$ cat config.mk
export PLATFORM = sky130hd
export DESIGN_NAME = hs_timer
export DESIGN_NICKNAME = d
export VERILOG_FILES = /design/src/pkg/hs_timer_pkg.sv /design/src/pkg/capture_if.sv /design/src/rtl/hs_timer.sv /design/src/rtl/capture_unit.sv
export VERILOG_INCLUDE_DIRS = /design/src /design/src/pkg
export SDC_FILE = /design/constraint.sdc
export NUM_CORES = 1
export LEC_CHECK = 0
export ABC_CLOCK_PERIOD_IN_PS = 3850
export BUFFER_PORTS_ARGS = -buffer_cell sky130_fd_sc_hd__buf_2
export CAP_MARGIN = 20
export CORE_ASPECT_RATIO = 1.2
export CORE_MARGIN = 4
export CORE_UTILIZATION = 50
export CTS_BUF_LIST = sky130_fd_sc_hd__clkbuf_2
export CTS_CLUSTER_SIZE = 40
export DETAILED_ROUTE_END_ITERATION = 7
export GPL_TIMING_DRIVEN = 0
export PLACE_DENSITY = 0.79
export SLEW_MARGIN = 20
export SYNTH_ARGS = -nofsm -noshare
export SYNTH_HDL_FRONTEND = slang
export SYNTH_SLANG_ARGS = --single-unit
$ cat constraint.sdc
create_clock -name clk -period 3.85 [get_ports clk]
set_input_delay 0.5775 -clock clk [delete_from_list [all_inputs] [get_ports clk]]
set_output_delay 0.5775 -clock clk [all_outputs]
set_load 0.005 [all_outputs]
$ cat src/pkg/hs_timer_defines.svh
// Constants for the high-speed capture and match timer.
`ifndef HS_TIMER_DEFINES_SVH
`define HS_TIMER_DEFINES_SVH
`define PRESCALE_W   16
`define COUNT_W      32
`define NUM_MATCH    3
`define NUM_CAPTURE  2
`define COUNT_RESET  32'h0000_0000
`define PRESCALE_RST 16'h0000
`endif

$ cat src/pkg/hs_timer_pkg.sv
// Types shared by the high-speed capture and match timer.
package hs_timer_pkg;
	typedef enum logic [1:0] {
		MATCH_CONTINUE = 2'h0,
		MATCH_STOP     = 2'h1,
		MATCH_RESET    = 2'h2
	} match_action_t;
endpackage : hs_timer_pkg

$ cat src/pkg/capture_if.sv
// Carries one capture channel between the timer core and its capture unit.
`include "hs_timer_defines.svh"
interface capture_if;
	logic                  pin_in;
	logic [`COUNT_W-1:0]   count;
	logic                  event_pulse;
	logic [`COUNT_W-1:0]   value;
	modport core (output pin_in, output count, input event_pulse, input value);
	modport unit (input pin_in, input count, output event_pulse, output value);
endinterface : capture_if

$ cat src/rtl/hs_timer.sv
// High-speed timer: prescaler, 32-bit counter, three matches, two captures.
`include "hs_timer_defines.svh"
// Overview of operation
// - Prescaler period advances the 32-bit counter.
// - Three match values compared, optional interrupt.
// - Match continues, stops or zeroes counter.
// - Two captures snapshot counter on input edge.
// - Capture event optionally raises interrupt.
// - Debug pause freezes prescaler and counter.
module hs_timer
	import hs_timer_pkg::*;
(
	input  wire logic                              clk,
	input  wire logic                              rst_n,
	input  wire logic                              count_enable,
	input  wire logic                              count_clear,
	input  wire logic [`PRESCALE_W-1:0]            prescale_limit,
	input  wire logic                              debug_halt,
	input  wire logic                              pause_on_debug,
	input  wire logic [`NUM_MATCH*`COUNT_W-1:0]    match_value,
	input  wire logic [`NUM_MATCH*2-1:0]           match_action,
	input  wire logic [`NUM_MATCH-1:0]             match_irq_en,
	input  wire logic [`NUM_CAPTURE-1:0]           capture_pin,
	input  wire logic [`NUM_CAPTURE-1:0]           capture_rise_en,
	input  wire logic [`NUM_CAPTURE-1:0]           capture_fall_en,
	input  wire logic [`NUM_CAPTURE-1:0]           capture_irq_en,
	input  wire logic [`NUM_MATCH-1:0]             match_flag_clear,
	input  wire logic [`NUM_CAPTURE-1:0]           capture_flag_clear,
	output logic      [`COUNT_W-1:0]               count,
	output logic      [`NUM_CAPTURE*`COUNT_W-1:0]  capture_value,
	output logic      [`NUM_MATCH-1:0]             match_flag,
	output logic      [`NUM_CAPTURE-1:0]           capture_flag,
	output logic                                   irq
);
	logic [`PRESCALE_W-1:0]  pre_r;
	logic [`PRESCALE_W-1:0]  pre_nxt;
	logic [`COUNT_W-1:0]     cnt_r;
	logic [`COUNT_W-1:0]     cnt_nxt;
	logic                    run_r;
	logic                    run_nxt;
	logic [`NUM_MATCH-1:0]   mflag_r;
	logic [`NUM_MATCH-1:0]   mflag_nxt;
	logic [`NUM_CAPTURE-1:0] cflag_r;
	logic [`NUM_CAPTURE-1:0] cflag_nxt;
	logic [`NUM_MATCH-1:0]   hit;
	logic [`NUM_MATCH-1:0]   hit_d_r;
	logic [`NUM_CAPTURE-1:0] cap_evt;
	logic                    frozen;
	logic                    tick;
	logic                    do_stop;
	logic                    do_zero;
	match_action_t           act [`NUM_MATCH];
	logic [`NUM_MATCH-1:0]   hit_d_nxt;
	logic [`NUM_MATCH-1:0]   done_r;
	logic [`NUM_MATCH-1:0]   done_nxt;
	logic [`NUM_MATCH-1:0]   arrive;
	logic [`NUM_MATCH-1:0]   take;
	logic [`NUM_MATCH-1:0]   want_stop;
	logic [`NUM_MATCH-1:0]   want_zero;
	logic                    may_zero;
	logic                    pre_wrap;
	logic [`PRESCALE_W-1:0]  pre_inc;
	logic [`COUNT_W-1:0]     cnt_inc;
	logic [`NUM_MATCH-1:0]   match_irq;
	logic [`NUM_CAPTURE-1:0] cap_irq;

	capture_if cap_ch [`NUM_CAPTURE] ();

	genvar g;
	generate
		for (g = 0; g < `NUM_CAPTURE; g++) begin : g_cap
			assign cap_ch[g].pin_in = capture_pin[g];
			assign cap_ch[g].count  = cnt_r;
			assign cap_evt[g]       = cap_ch[g].event_pulse;
			assign capture_value[g*`COUNT_W +: `COUNT_W] = cap_ch[g].value;
			capture_unit u_cap (
				.clk     (clk),
				.rst_n   (rst_n),
				.rise_en (capture_rise_en[g]),
				.fall_en (capture_fall_en[g]),
				.cap     (cap_ch[g])
			);
		end
		for (g = 0; g < `NUM_MATCH; g++) begin : g_match
			assign hit[g] = (cnt_r == match_value[g*`COUNT_W +: `COUNT_W]);
			assign act[g] = match_action_t'(match_action[g*2 +: 2]);
		end
	endgenerate

	// Match bookkeeping.
	// Arrive marks the first cycle of equality and raises the flag.
	// Done records that the action of the present arrival was carried out, so a stopped
	// counter can be restarted past its match value.
	always_comb begin
		hit_d_nxt = hit;
		may_zero  = run_r & ~frozen & ~count_clear;
		for (int i = 0; i < `NUM_MATCH; i++) begin
			arrive[i]    = hit[i] & ~hit_d_r[i];
			want_stop[i] = (act[i] == MATCH_STOP);
			want_zero[i] = (act[i] == MATCH_RESET);
			// A zeroing match seen while frozen waits for counting to resume, so it is not lost.
			take[i]      = hit[i] & ~done_r[i] & (~want_zero[i] | may_zero);
			done_nxt[i]  = hit[i] & (done_r[i] | take[i]);
		end
		do_stop = |(take & want_stop);
		do_zero = |(take & want_zero);
	end

	always_ff @(posedge clk or negedge rst_n) begin
		if (!rst_n) begin
			hit_d_r <= 3'h0;
			done_r  <= 3'h0;
		end else begin
			hit_d_r <= hit_d_nxt;
			done_r  <= done_nxt;
		end
	end

	// Run state: set by an enable, cleared by a stopping match, which wins.
	always_comb begin
		run_nxt = run_r;
		if (count_enable) begin
			run_nxt = 1'b1;
		end
		if (do_stop) begin
			run_nxt = 1'b0;
		end
	end

	always_ff @(posedge clk or negedge rst_n) begin
		if (!rst_n) begin
			run_r <= 1'b0;
		end else begin
			run_r <= run_nxt;
		end
	end

	// Counter and prescaler; a clear outranks both the pause and the match actions.
	always_comb begin
		frozen   = pause_on_debug & debug_halt;
		pre_wrap = (pre_r >= prescale_limit);
		pre_inc  = pre_r + 16'h0001;
		cnt_inc  = cnt_r + 32'h0000_0001;
		tick     = 1'b0;
		pre_nxt  = pre_r;
		cnt_nxt  = cnt_r;
		if (count_clear) begin
			pre_nxt = `PRESCALE_RST;
			cnt_nxt = `COUNT_RESET;
		end else if (run_r && !frozen) begin
			if (pre_wrap) begin
				pre_nxt = `PRESCALE_RST;
				tick    = 1'b1;
			end else begin
				pre_nxt = pre_inc;
			end
			if (do_zero) begin
				cnt_nxt = `COUNT_RESET;
				pre_nxt = `PRESCALE_RST;
			end else if (tick && !do_stop) begin
				cnt_nxt = cnt_inc;
			end
		end
	end

	always_ff @(posedge clk or negedge rst_n) begin
		if (!rst_n) begin
			pre_r <= `PRESCALE_RST;
			cnt_r <= `COUNT_RESET;
		end else begin
			pre_r <= pre_nxt;
			cnt_r <= cnt_nxt;
		end
	end

	// Sticky flags; a new event beats a clear in the same cycle.
	always_comb begin
		mflag_nxt = (mflag_r & ~match_flag_clear) | arrive;
		cflag_nxt = (cflag_r & ~capture_flag_clear) | cap_evt;
		match_irq = mflag_r & match_irq_en;
		cap_irq   = cflag_r & capture_irq_en;
	end

	always_ff @(posedge clk or negedge rst_n) begin
		if (!rst_n) begin
			mflag_r <= 3'h0;
			cflag_r <= 2'h0;
		end else begin
			mflag_r <= mflag_nxt;
			cflag_r <= cflag_nxt;
		end
	end

	assign count        = cnt_r;
	assign match_flag   = mflag_r;
	assign capture_flag = cflag_r;
	assign irq          = |match_irq | |cap_irq;
endmodule : hs_timer

$ cat src/rtl/capture_unit.sv
// One capture channel: pin synchroniser, edge detect and snapshot register.
`include "hs_timer_defines.svh"
module capture_unit (
	input  wire logic clk,
	input  wire logic rst_n,
	input  wire logic rise_en,
	input  wire logic fall_en,
	capture_if.unit   cap
);
	logic [2:0]            sync_r;
	logic [2:0]            sync_nxt;
	logic                  level_r;
	logic                  level_nxt;
	logic [`COUNT_W-1:0]   value_r;
	logic [`COUNT_W-1:0]   value_nxt;
	logic                  pulse;

	// Third stage must agree with the second before a change is accepted.
	always_comb begin
		sync_nxt  = {sync_r[1:0], cap.pin_in};
		level_nxt = level_r;
		if (sync_r[1] == sync_r[2]) begin
			level_nxt = sync_r[2];
		end
		pulse     = (level_nxt & ~level_r & rise_en) | (~level_nxt & level_r & fall_en);
		value_nxt = pulse ? cap.count : value_r;
	end

	always_ff @(posedge clk or negedge rst_n) begin
		if (!rst_n) begin
			sync_r  <= 3'h0;
			level_r <= 1'b0;
			value_r <= `COUNT_RESET;
		end else begin
			sync_r  <= sync_nxt;
			level_r <= level_nxt;
			value_r <= value_nxt;
		end
	end

	assign cap.event_pulse = pulse;
	assign cap.value       = value_r;
endmodule : capture_unit

# After elaboration in Yosys (flattened, before gate mapping)

Index checks and enable logic that the tools add are counted.

Output and inout port bits: 102
Input port bits: 140
Register bits: 132
Logic and storage cells: 111

Bitwise gates (word level): 57
Multiplexer cells: 15
Equality and inequality tests: 11
$lt $le $gt $ge: 1
Reductions and logical operators: 12
Add/subtract/negate cells: 2

Operators by type and width:

| operator                                             | count |
|---|---|
| two-way mux 32 bit                                   | 4 |
| equality test 32 bit                                 | 3 |
| two-way mux 16 bit                                   | 4 |
| adder 32 x 1 -> 32 bit (second input constant)       | 1 |
| bitwise AND 1 bit                                    | 23 |
| adder 16 x 1 -> 16 bit (second input constant)       | 1 |
| greater-or-equal comparator 16 bit                   | 1 |
| NOT 1 bit                                            | 15 |
| bitwise AND 3 bit                                    | 4 |
| bitwise OR 1 bit                                     | 9 |
| OR reduction 3 bit                                   | 3 |
| two-way mux 1 bit                                    | 7 |
| equality test 2 x 1 -> 1 bit (second input constant) | 3 |
| equality test 2 bit (second input constant)          | 3 |
| bitwise AND 2 bit                                    | 2 |
| nonzero test 2 bit                                   | 2 |
| NOT 3 bit                                            | 1 |
| bitwise OR 3 bit                                     | 1 |
| nonzero test 3 bit                                   | 1 |
| equality test 1 bit                                  | 2 |
| logical AND 1 bit                                    | 2 |
| logical NOT 1 bit                                    | 2 |
| NOT 2 bit                                            | 1 |
| bitwise OR 2 bit                                     | 1 |
| 2 further kinds                                      | 2 |

# Depth between registers and ports, before layout

Gate-level depths: netlist of the first run.

Depth in word-level cells: 14
Gate-level depth with buffers: 11
Depth with buffers taken out: 10

# By module

From an unflattened synthesis of the first run, not the netlist that was laid out.

Cell total of the unflattened synthesis: 718
Area total of the unflattened synthesis: 7499.7 µm²

By module, submodules not included:

| module       | cells each | instances | seq. area each (µm²) | area an instance (µm²) |
|---|---|---|---|---|
| hs_timer     | 568        | 1         | 1501.4               | 4822.1 |
| capture_unit | 75         | 2         | 900.9                | 1338.8 |

# Worst setup path after synthesis of the first run

OpenSTA, ideal clock, no wires.

Kind: input -> register
From: input port prescale_limit[3]
To: register cnt_r[23] (netlist: count[23])
Library setup time: 0.082 ns
Data required time: 3.768 ns
Stages on the path: 11
Path slack: 1.052 ns
Arrival time: 2.716 ns
Cells stage by stage: inv_1 -> ha_1 -> o211ai_1 -> o211ai_1 -> o21ai_0 -> o211a_2 -> or4_4 -> buf_6 -> nor4_4 -> a41oi_1 -> a31oi_1

Cells in the longest elaborated chain, start to end: 7

RTL lines:

| item                               | RTL line        | source |
|---|---|---|
| from (decl)                        | hs_timer.sv:17  | `` input wire logic [`PRESCALE_W-1:0] prescale_limit, `` |
| greater-or-equal comparator 16 bit | hs_timer.sv:141 | `pre_wrap = (pre_r >= prescale_limit);` |
| two-way mux 1 bit                  | hs_timer.sv:151 | `if (pre_wrap) begin` |
| two-way mux 1 bit                  | hs_timer.sv:150 | `end else if (run_r && !frozen) begin` |
| two-way mux 1 bit                  | hs_timer.sv:147 | `if (count_clear) begin` |
| logical AND 1 bit                  | hs_timer.sv:160 | `end else if (tick && !do_stop) begin` |
| nonzero test 3 bit (no line)       | --              |  |
| AND reduction 2 bit (no line)      | --              |  |
| to (signal assigned)               | hs_timer.sv:169 | `` cnt_r <= `COUNT_RESET; `` |
| to (signal assigned)               | hs_timer.sv:172 | `cnt_r <= cnt_nxt;` |
| to (decl)                          | hs_timer.sv:37  | `` logic [`COUNT_W-1:0] cnt_r; `` |

No other way between the ends. The select of a mux whose other input is x is not followed.
A chain may end at the register's enable or synchronous reset.

# Final worst setup path of the first run

From: register cnt_r[8] (netlist: count[8])
To: register cnt_r[23] (netlist: count[23])

Cells in the longest elaborated chain, start to end: 9

RTL lines:

| item |
|---|
| branches (longest 9 deep; another with adder 32 x 1 -> 32 bit) |

Several ways; the timed one is not identified. The select of a mux whose other input is x is not followed.

==> flow_metrics.py, run 1 <==
metrics = {
    "clocking": {
        "cts_buffers": 17,
        "root_buffer": "clkbuf_2",
        "post_cts_resize_count": 0,
        "clk_path_buf_depth": 2,
        "clock_sinks": 132,
        "htreeDepth": 4,
        "clkLatencyLatePin_ns": 0.74,
        "clk_pin_slew_ns": 0.21,
        "cts_tree": "built",
    },
    "power": {
        "p_clk_share_pct": 33.5,
        "combPwrFrac_pct": 12.9,
        "p_sw_share_pct": 29.4,
        "ir_drop_mv": 0.185,
        "netSwitchingPower_mw": 0.784,
        "power_frac_seq_pct": 53.6,
        "internal-power_mw": 1.88,
        "finalPower_mw": 2.67,
        "power_density_mw_per_mm2": 290,
        "leakage_nw": 4.59,
    },
    "sta": {
        "setup_viol": 0,
        "fin_crit_sh_pct": 92.1,
        "slew_viol_final": 0,
        "holdWs_ns": 0.102,
        "rsz0062_at_grt": "no",
        "min_period_ns": 3.55,
        "tns_ns": 0,
        "finalWorstSetupSlack_ns": 0.305,
        "worst_slew_pin_slew_ns": 1.10,
        "hold_viol_final": 0,
        "fin_worst_skew_ns": 0.0249,
        "clock.fmax_ghz": 0.282,
        "maxSlewHeadroom_pct": 25.8,
    },
    "global_routing": {
        "grt_use_met3_pct": 6.46,
        "antenna_found_initial": 0,
        "met1_usage_pct": 35.3,
        "grt_pass1_wl_um": 37400,
        "grtUsageTotal_pct": 29.1,
        "grt_max_degree": 76,
        "grt_pass1_vias": 6837,
        "grtUsageMet2_pct": 49.9,
        "top_usage_layer": "met2",
        "grt_overflow_total": 0,
    },
    "yosys": {
        "synth_edf_count": 0,
        "synth_area_mm2": 0.00738,
        "synth-seq-cells": 132,
        "async_flop_share_pct": 100,
        "seq_area_frac_synth_pct": 44.7,
        "yosys_warnings": 0,
        "synth.distinct_cells": 59,
        "syn_nets": 900,
        "synth_ff_type": "dfrtp_1",
        "syn_avg_cell_area_um2": 9.95,
        "synthCells": 742,
    },
    "floorplan": {
        "ios": 242,
        "rows": 48,
        "core_mm2": 0.0144,
        "die_w_um": 119,
        "dieArea_mm2": 0.0168,
        "die_h_um": 141,
        "start_util_pct": 51.2,
    },
    "setup_path": {
        "endpoint": "count[23]",
        "cpMaxStageDelayCell": "nor4_1",
        "start_kind": "flip-flop",
        "cp_max_fo": 10,
        "rrSetupSlack_ns": 0.30,
        "cp_data_arrival_time_ns": 4.15,
        "required_ns": 4.46,
        "cp-startpoint": "count[8]",
        "crit_chain": "buf_2, xnor2_1, nand4_1, nor4_1, nand3_1, nand3_1, a21oi_1, clkbuf_1, clkbuf_1, o21ai_0, a31oi_1",
        "critical_path_class": "flip-flop to flip-flop",
        "r2r-start": "count[8]",
        "r2r_cells": 11,
        "critPathMaxStageDelay_ns": 0.96,
        "worst_setup_path_end_kind": "flip-flop",
        "timing.rr.end": "count[23]",
    },
    "placed_design": {
        "dp_cells": 1159,
        "gp_congestion": 0.946,
        "dpl.hpwl_um": 18900,
        "numPortBuffers": 241,
        "pre_cts_ws_ns": 0.372,
    },
    "worst_hold_path": {
        "hold_path_class": "primary input to flip-flop",
        "worstHoldStart": "count_enable",
    },
    "finish": {
        "area.growth.synth_to_final_pct": 24.6,
        "fin_cells": 1201,
        "drive_above_1_share_pct": 35.9,
        "n_fill_cell": 1231,
        "final_nets": 1170,
    },
    "route": {
        "avgRoutedWirePerCell_um": 20.2,
        "ant_nets": 0,
        "vias_per_cell": 5.73,
        "drt_iter0_markers": 739,
        "drt-pass1-iter-count": 6,
        "drc_errors": 0,
        "routed_wl_um": 24300,
        "via_count": 6883,
    },
    "outcome": {
        "status": "completed",
    },
    "flow_run": {
        "drv_cap": 0,
    },
}
## power groups by stage
stage          Combinational [mW]  Clock (mW)  Sequential [mW]
2_1_floorplan               0.151           0             1.45
4_1_cts                     0.343       0.913             1.43
6_report                    0.343       0.893             1.43
3_3_place_gp                0.325           0             1.45
5_1_grt                     0.377       0.971             1.43
3_5_place_dp                0.334           0             1.45
## how the worst min path moves through the flow
stage	to	slack (ns)	depth (start not counted)
6_report	run_r	0.10	3
3_3_place_gp	g_cap[1].u_cap.sync_r[1]	0.33	0
2_1_floorplan	capture_flag[0]	0.28	0
5_1_grt	run_r	0.04	3
4_1_cts	run_r	0.05	3
3_5_place_dp	g_cap[0].u_cap.sync_r[1]	0.33	0
## stage by stage
step                      instance area, um2  utilization, %
after floorplan                         7380               -
after global routing                    9190            63.8
after detailed placement                8850            61.4
after global placement                  8810            61.1
final                                   9200            63.8
after CTS                               9190            63.7
## state kept, by name (all words and copies together), names as in the netlist
name,flops
capture_flag,2
count,32
done_r,3
g_cap.u_cap.cap.value,64
g_cap.u_cap.level_r,2
g_cap.u_cap.sync_r,6
hit_d_r,3
match_flag,3
pre_r,16
run_r,1
## final cells by class
class,instances,area (um2),area share (%)
multi-input combinational,524,3670,39.9
sequential,132,3300,35.9
timing repair buffer,251,1330,14.5
buffer,51,287,3.12
tap,175,219,2.38
clock inverter,15,171,1.86
inverter,35,131,1.43
clock buffer,17,85.1,0.925
antenna,1,2.50,0.0272
## Yosys cell counts (all sizes together) (5+ instances only)
| library cell | number | area, um2 |
|---|---|---|
| dfrtp | 132 | 3300 |
| ha | 18 | 225 |
| nor3 | 11 | 60.1 |
| o211ai | 7 | 52.6 |
| nor2 | 45 | 169 |
| and3 | 9 | 56.3 |
| nand2 | 57 | 214 |
| xnor2 | 99 | 867 |
| and2 | 5 | 31.3 |
| o21ai | 40 | 200 |
| buf | 37 | 234 |
| clkbuf | 14 | 52.6 |
| inv | 35 | 131 |
| nor4 | 11 | 90.1 |
| a31oi | 13 | 81.3 |
| nand4 | 38 | 238 |
| a21oi | 20 | 100 |
| and4 | 7 | 66.3 |
| xor2 | 11 | 96.3 |
| mux2 | 44 | 495 |
| nand3 | 33 | 165 |
## placed cells by master, fill, tap and decap left out, drive strengths merged, types with 4 or more instances in the layout
master / netlist / layout
dfrtp: 132 / 132
nor2: 45 / 45
and2: 5 / 5
xnor2: 99 / 99
nand3: 33 / 33
nand2: 57 / 57
clkinvlp: 0 / 4
or4: 4 / 4
o21ai: 40 / 40
dlygate4sd3: 0 / 8
xor2: 11 / 11
ha: 18 / 18
and3: 9 / 9
clkbuf: 14 / 31
nand4: 38 / 38
buf: 37 / 280
nor3: 11 / 11
a31oi: 13 / 13
nor4: 11 / 11
a21oi: 20 / 20
mux2: 44 / 44
o211ai: 7 / 7
nand2b: 4 / 4
and4: 7 / 7
nor3b: 4 / 4
a22oi: 4 / 4
inv: 35 / 41
## cells by family after synthesis
kind of cell / synth area share (%)
simple gates: 16.5
mux: 6.98
flops: 44.7
xor+xnor: 13.1
fa+ha+maj: 3.05
compound gates: 10.0
buf+inv: 5.66
## metal layers
layer,share of wire [%],wire length (um)
met5,0,0
met3,8.8,2130
met4,4.1,984
met2,49,12000
met1,38,9150
## repair_timing
action,CTS,global route
hold endpoints to repair,64,0
setup endpoints to repair,0,0
setup buffers,0,0
hold buffers,8,0
## critical path, delay by kind of cell, from the launching register on
family,cells,cell delay (ns)
DFF,1,0.43
xor gates and xnor gates,1,0.25
and+or+nand+nor,4,1.52
buffers and inverters,3,0.81
AOI/OAI and AO/OA,3,0.40
(Power assumes the default switching activity.)
==> inputs of run 2 (changes only) <==
--- a/config.mk
+++ b/config.mk
@@ -6,14 +6,13 @@
 export SDC_FILE = /design/constraint.sdc
 export NUM_CORES = 1
 export LEC_CHECK = 0
-export ABC_CLOCK_PERIOD_IN_PS = 3850
+export ABC_CLOCK_PERIOD_IN_PS = 4560
 export BUFFER_PORTS_ARGS = -buffer_cell sky130_fd_sc_hd__buf_2
 export CAP_MARGIN = 20
 export CORE_ASPECT_RATIO = 1.2
 export CORE_MARGIN = 4
 export CORE_UTILIZATION = 50
 export CTS_BUF_LIST = sky130_fd_sc_hd__clkbuf_2
-export CTS_CLUSTER_SIZE = 40
 export DETAILED_ROUTE_END_ITERATION = 7
 export GPL_TIMING_DRIVEN = 0
 export PLACE_DENSITY = 0.79
==> constraint.sdc (replaced) <==
create_clock -name clk -period 4.56 [get_ports clk]
set_input_delay 0.684 -clock clk [delete_from_list [all_inputs] [get_ports clk]]
set_output_delay 0.684 -clock clk [all_outputs]
set_load 0.005 [all_outputs]
==> run 2 against run 1 <==
Effect of this change: register-to-register slack improved by 0.68 ns; sequential share of layout area increased by 0.21 points; core utilization decreased by 0.36 points; global-route usage decreased by 0.052 points; count of clock-buffer cells in the layout unchanged; sequential power decreased by 15%; sequential cell count unchanged; fmax decreased by 0.91%; critical endpoint is now count[1]; largest cell class unchanged; largest power group unchanged.
==> flow_metrics.py, run 2 (synthesis gave the netlist of run 1 again) <==
metrics = {
    "outcome": {
        "status": "completed",
    },
    "global_routing": {
        "grt_overflow_total": 0,
        "met1_usage_pct": 35.3,
        "grtUsageMet2_pct": 49.8,
        "top_usage_layer": "met2",
        "grt_pass1_vias": 6819,
        "antenna_found_initial": 0,
        "grt_use_met3_pct": 6.46,
        "grtUsageTotal_pct": 29.1,
        "grt_max_degree": 76,
        "grt_pass1_wl_um": 37300,
    },
    "worst_hold_path": {
        "hold_path_class": "primary input to flip-flop",
        "worstHoldStart": "capture_flag_clear[0]",
    },
    "sta": {
        "min_period_ns": 3.58,
        "maxSlewHeadroom_pct": 22.2,
        "fin_crit_sh_pct": 78.5,
        "tns_ns": 0,
        "rsz0062_at_grt": "no",
        "slew_viol_final": 0,
        "worst_slew_pin_slew_ns": 1.16,
        "hold_viol_final": 0,
        "setup_viol": 0,
        "clock.fmax_ghz": 0.280,
        "fin_worst_skew_ns": 0.0246,
    },
    "floorplan": {
        "start_util_pct": 51.2,
        "ios": 242,
        "core_mm2": 0.0144,
        "rows": 48,
        "die_h_um": 141,
        "die_w_um": 119,
        "dieArea_mm2": 0.0168,
    },
    "finish": {
        "antenna_cells": 0,
        "n_fill_cell": 1238,
        "largest_register_ffs": 64,
        "area.growth.synth_to_final_pct": 23.8,
        "layout_commonest_cell": "buf_2",
        "fin_cells": 1195,
        "final_nets": 1165,
        "multi_input_area_mm2": 0.00367,
        "seq_area_mm2": 0.00330,
        "drive_above_1_share_pct": 36.1,
        "final_cell_mix": "buf_2 (263), dfrtp_1 (132), xnor2_1 (99)",
    },
    "setup_path": {
        "critical_path_class": "flip-flop to flip-flop",
        "crit_buf_inv": 2,
        "crit_chain": "buf_2, xnor2_1, nand4_1, nor4_1, nand3_1, nand4b_1, buf_2, nor2_1, a221o_1",
        "r2r-start": "count[8]",
        "cp_data_arrival_time_ns": 4.21,
        "start_kind": "flip-flop",
        "critPathMaxStageDelay_ns": 1.00,
        "crit_family": "simple AND/OR/NAND/NOR gates",
        "cp_max_fo": 10,
        "cp-startpoint": "count[8]",
        "cpMaxStageDelayCell": "nor4_1",
        "required_ns": 5.19,
        "worst_setup_path_end_kind": "flip-flop",
        "rrSetupSlack_ns": 0.98,
        "crit_top_cell": "buf_2",
    },
    "placed_design": {
        "gp_congestion": 0.946,
        "dp_cells": 1159,
        "numPortBuffers": 241,
        "dpl.hpwl_um": 18900,
    },
    "clocking": {
        "clk_path_buf_depth": 2,
        "clock_sinks": 132,
        "htreeDepth": 4,
        "root_buffer": "clkbuf_2",
        "clk_pin_slew_ns": 0.22,
        "cts_tree": "built",
        "cts_buffers": 17,
        "clkLatencyLatePin_ns": 0.73,
        "cts_setup_buffers": 0,
    },
    "power": {
        "netSwitchingPower_mw": 0.666,
        "p_sw_share_pct": 29.6,
        "finalPower_mw": 2.25,
        "leakage_nw": 4.57,
        "p_clk_share_pct": 33.6,
        "internal-power_mw": 1.59,
        "ir_drop_mv": 0.156,
        "power_frac_seq_pct": 53.6,
        "power_density_mw_per_mm2": 246,
        "combPwrFrac_pct": 12.7,
    },
    "route": {
        "avgRoutedWirePerCell_um": 20.3,
        "drt_iter0_markers": 774,
        "drt-pass1-iter-count": 8,
        "vias_per_cell": 5.74,
        "ant_nets": 0,
        "via_count": 6861,
        "drc_errors": 0,
        "routed_wl_um": 24300,
    },
    "flow_run": {
        "drv_cap": 0,
    },
}
==> run 2: power groups by stage <==
stage          logic (mW)  clock network (mW)  registers, mW
2_1_floorplan       0.127                   0           1.23
3_3_place_gp        0.274                   0           1.23
4_1_cts             0.286               0.771           1.21
3_5_place_dp        0.282                   0           1.23
5_1_grt             0.315               0.820           1.21
6_report            0.287               0.758           1.21
==> run 2: worst register-to-register path: stages, from the launching register on <==
cell,delay (ns)
dfrtp_1,0.43
buf_2,0.20
xnor2_1,0.25
nand4_1,0.17
nor4_1,1.00
nand3_1,0.24
nand4b_1,0.39
buf_2,0.34
nor2_1,0.12
a221o_1,0.35
==> run 2: worst paths after layout <==
path / cells after the start / endpoint
worst max-delay path: 9 / count[1]
worst min-delay path: 2 / capture_flag[0]
worst max register to register: 9 / count[1]
worst min register to register: 0 / g_cap[0].u_cap.sync_r[1]
max in group asynchronous: 3 / pre_r[6]
min in group asynchronous: 2 / g_cap[0].u_cap.cap.value[16]
==> run 2: layout make-up <==
| class | count | share of cell area [%] |
|---|---|---|
| multi-input cells | 524 | 40.1 |
| flip-flops and latches | 132 | 36.1 |
| repair buffers | 246 | 14.0 |
| plain buffers | 51 | 3.13 |
| well taps | 175 | 2.39 |
| clock inverters | 15 | 1.87 |
| inverters | 35 | 1.44 |
| clock buffers | 17 | 0.931 |
==> run 2: metrics by stage <==
stage / hold slack, ns / instance area (um2) / util [%] / setup slack [ns]
floorplan: 0.331 / 7380 / - / 1.66
global placement: 0.333 / 8810 / 61.1 / 0.934
CTS: 0.0218 / 9140 / 63.4 / 1.14
global route: 0.00957 / 9140 / 63.4 / 0.922
finish: 0.0917 / 9140 / 63.4 / 0.982
detailed placement: 0.335 / 8850 / 61.4 / 0.976
==> run 2: metal layers <==
metal  routed length, um  vias to the layer above
met5                   0                        -
met4                 927                        0
met3                1970                       62
met2               12000                      389
met1                9380                     3265
li1                    -                     3145
==> run 2: repair_timing <==
item	in CTS	in global routing
hold endpoints to repair	59	0
setup endpoints to repair	0	0
hold buffers	3	0
resized for setup	0	0
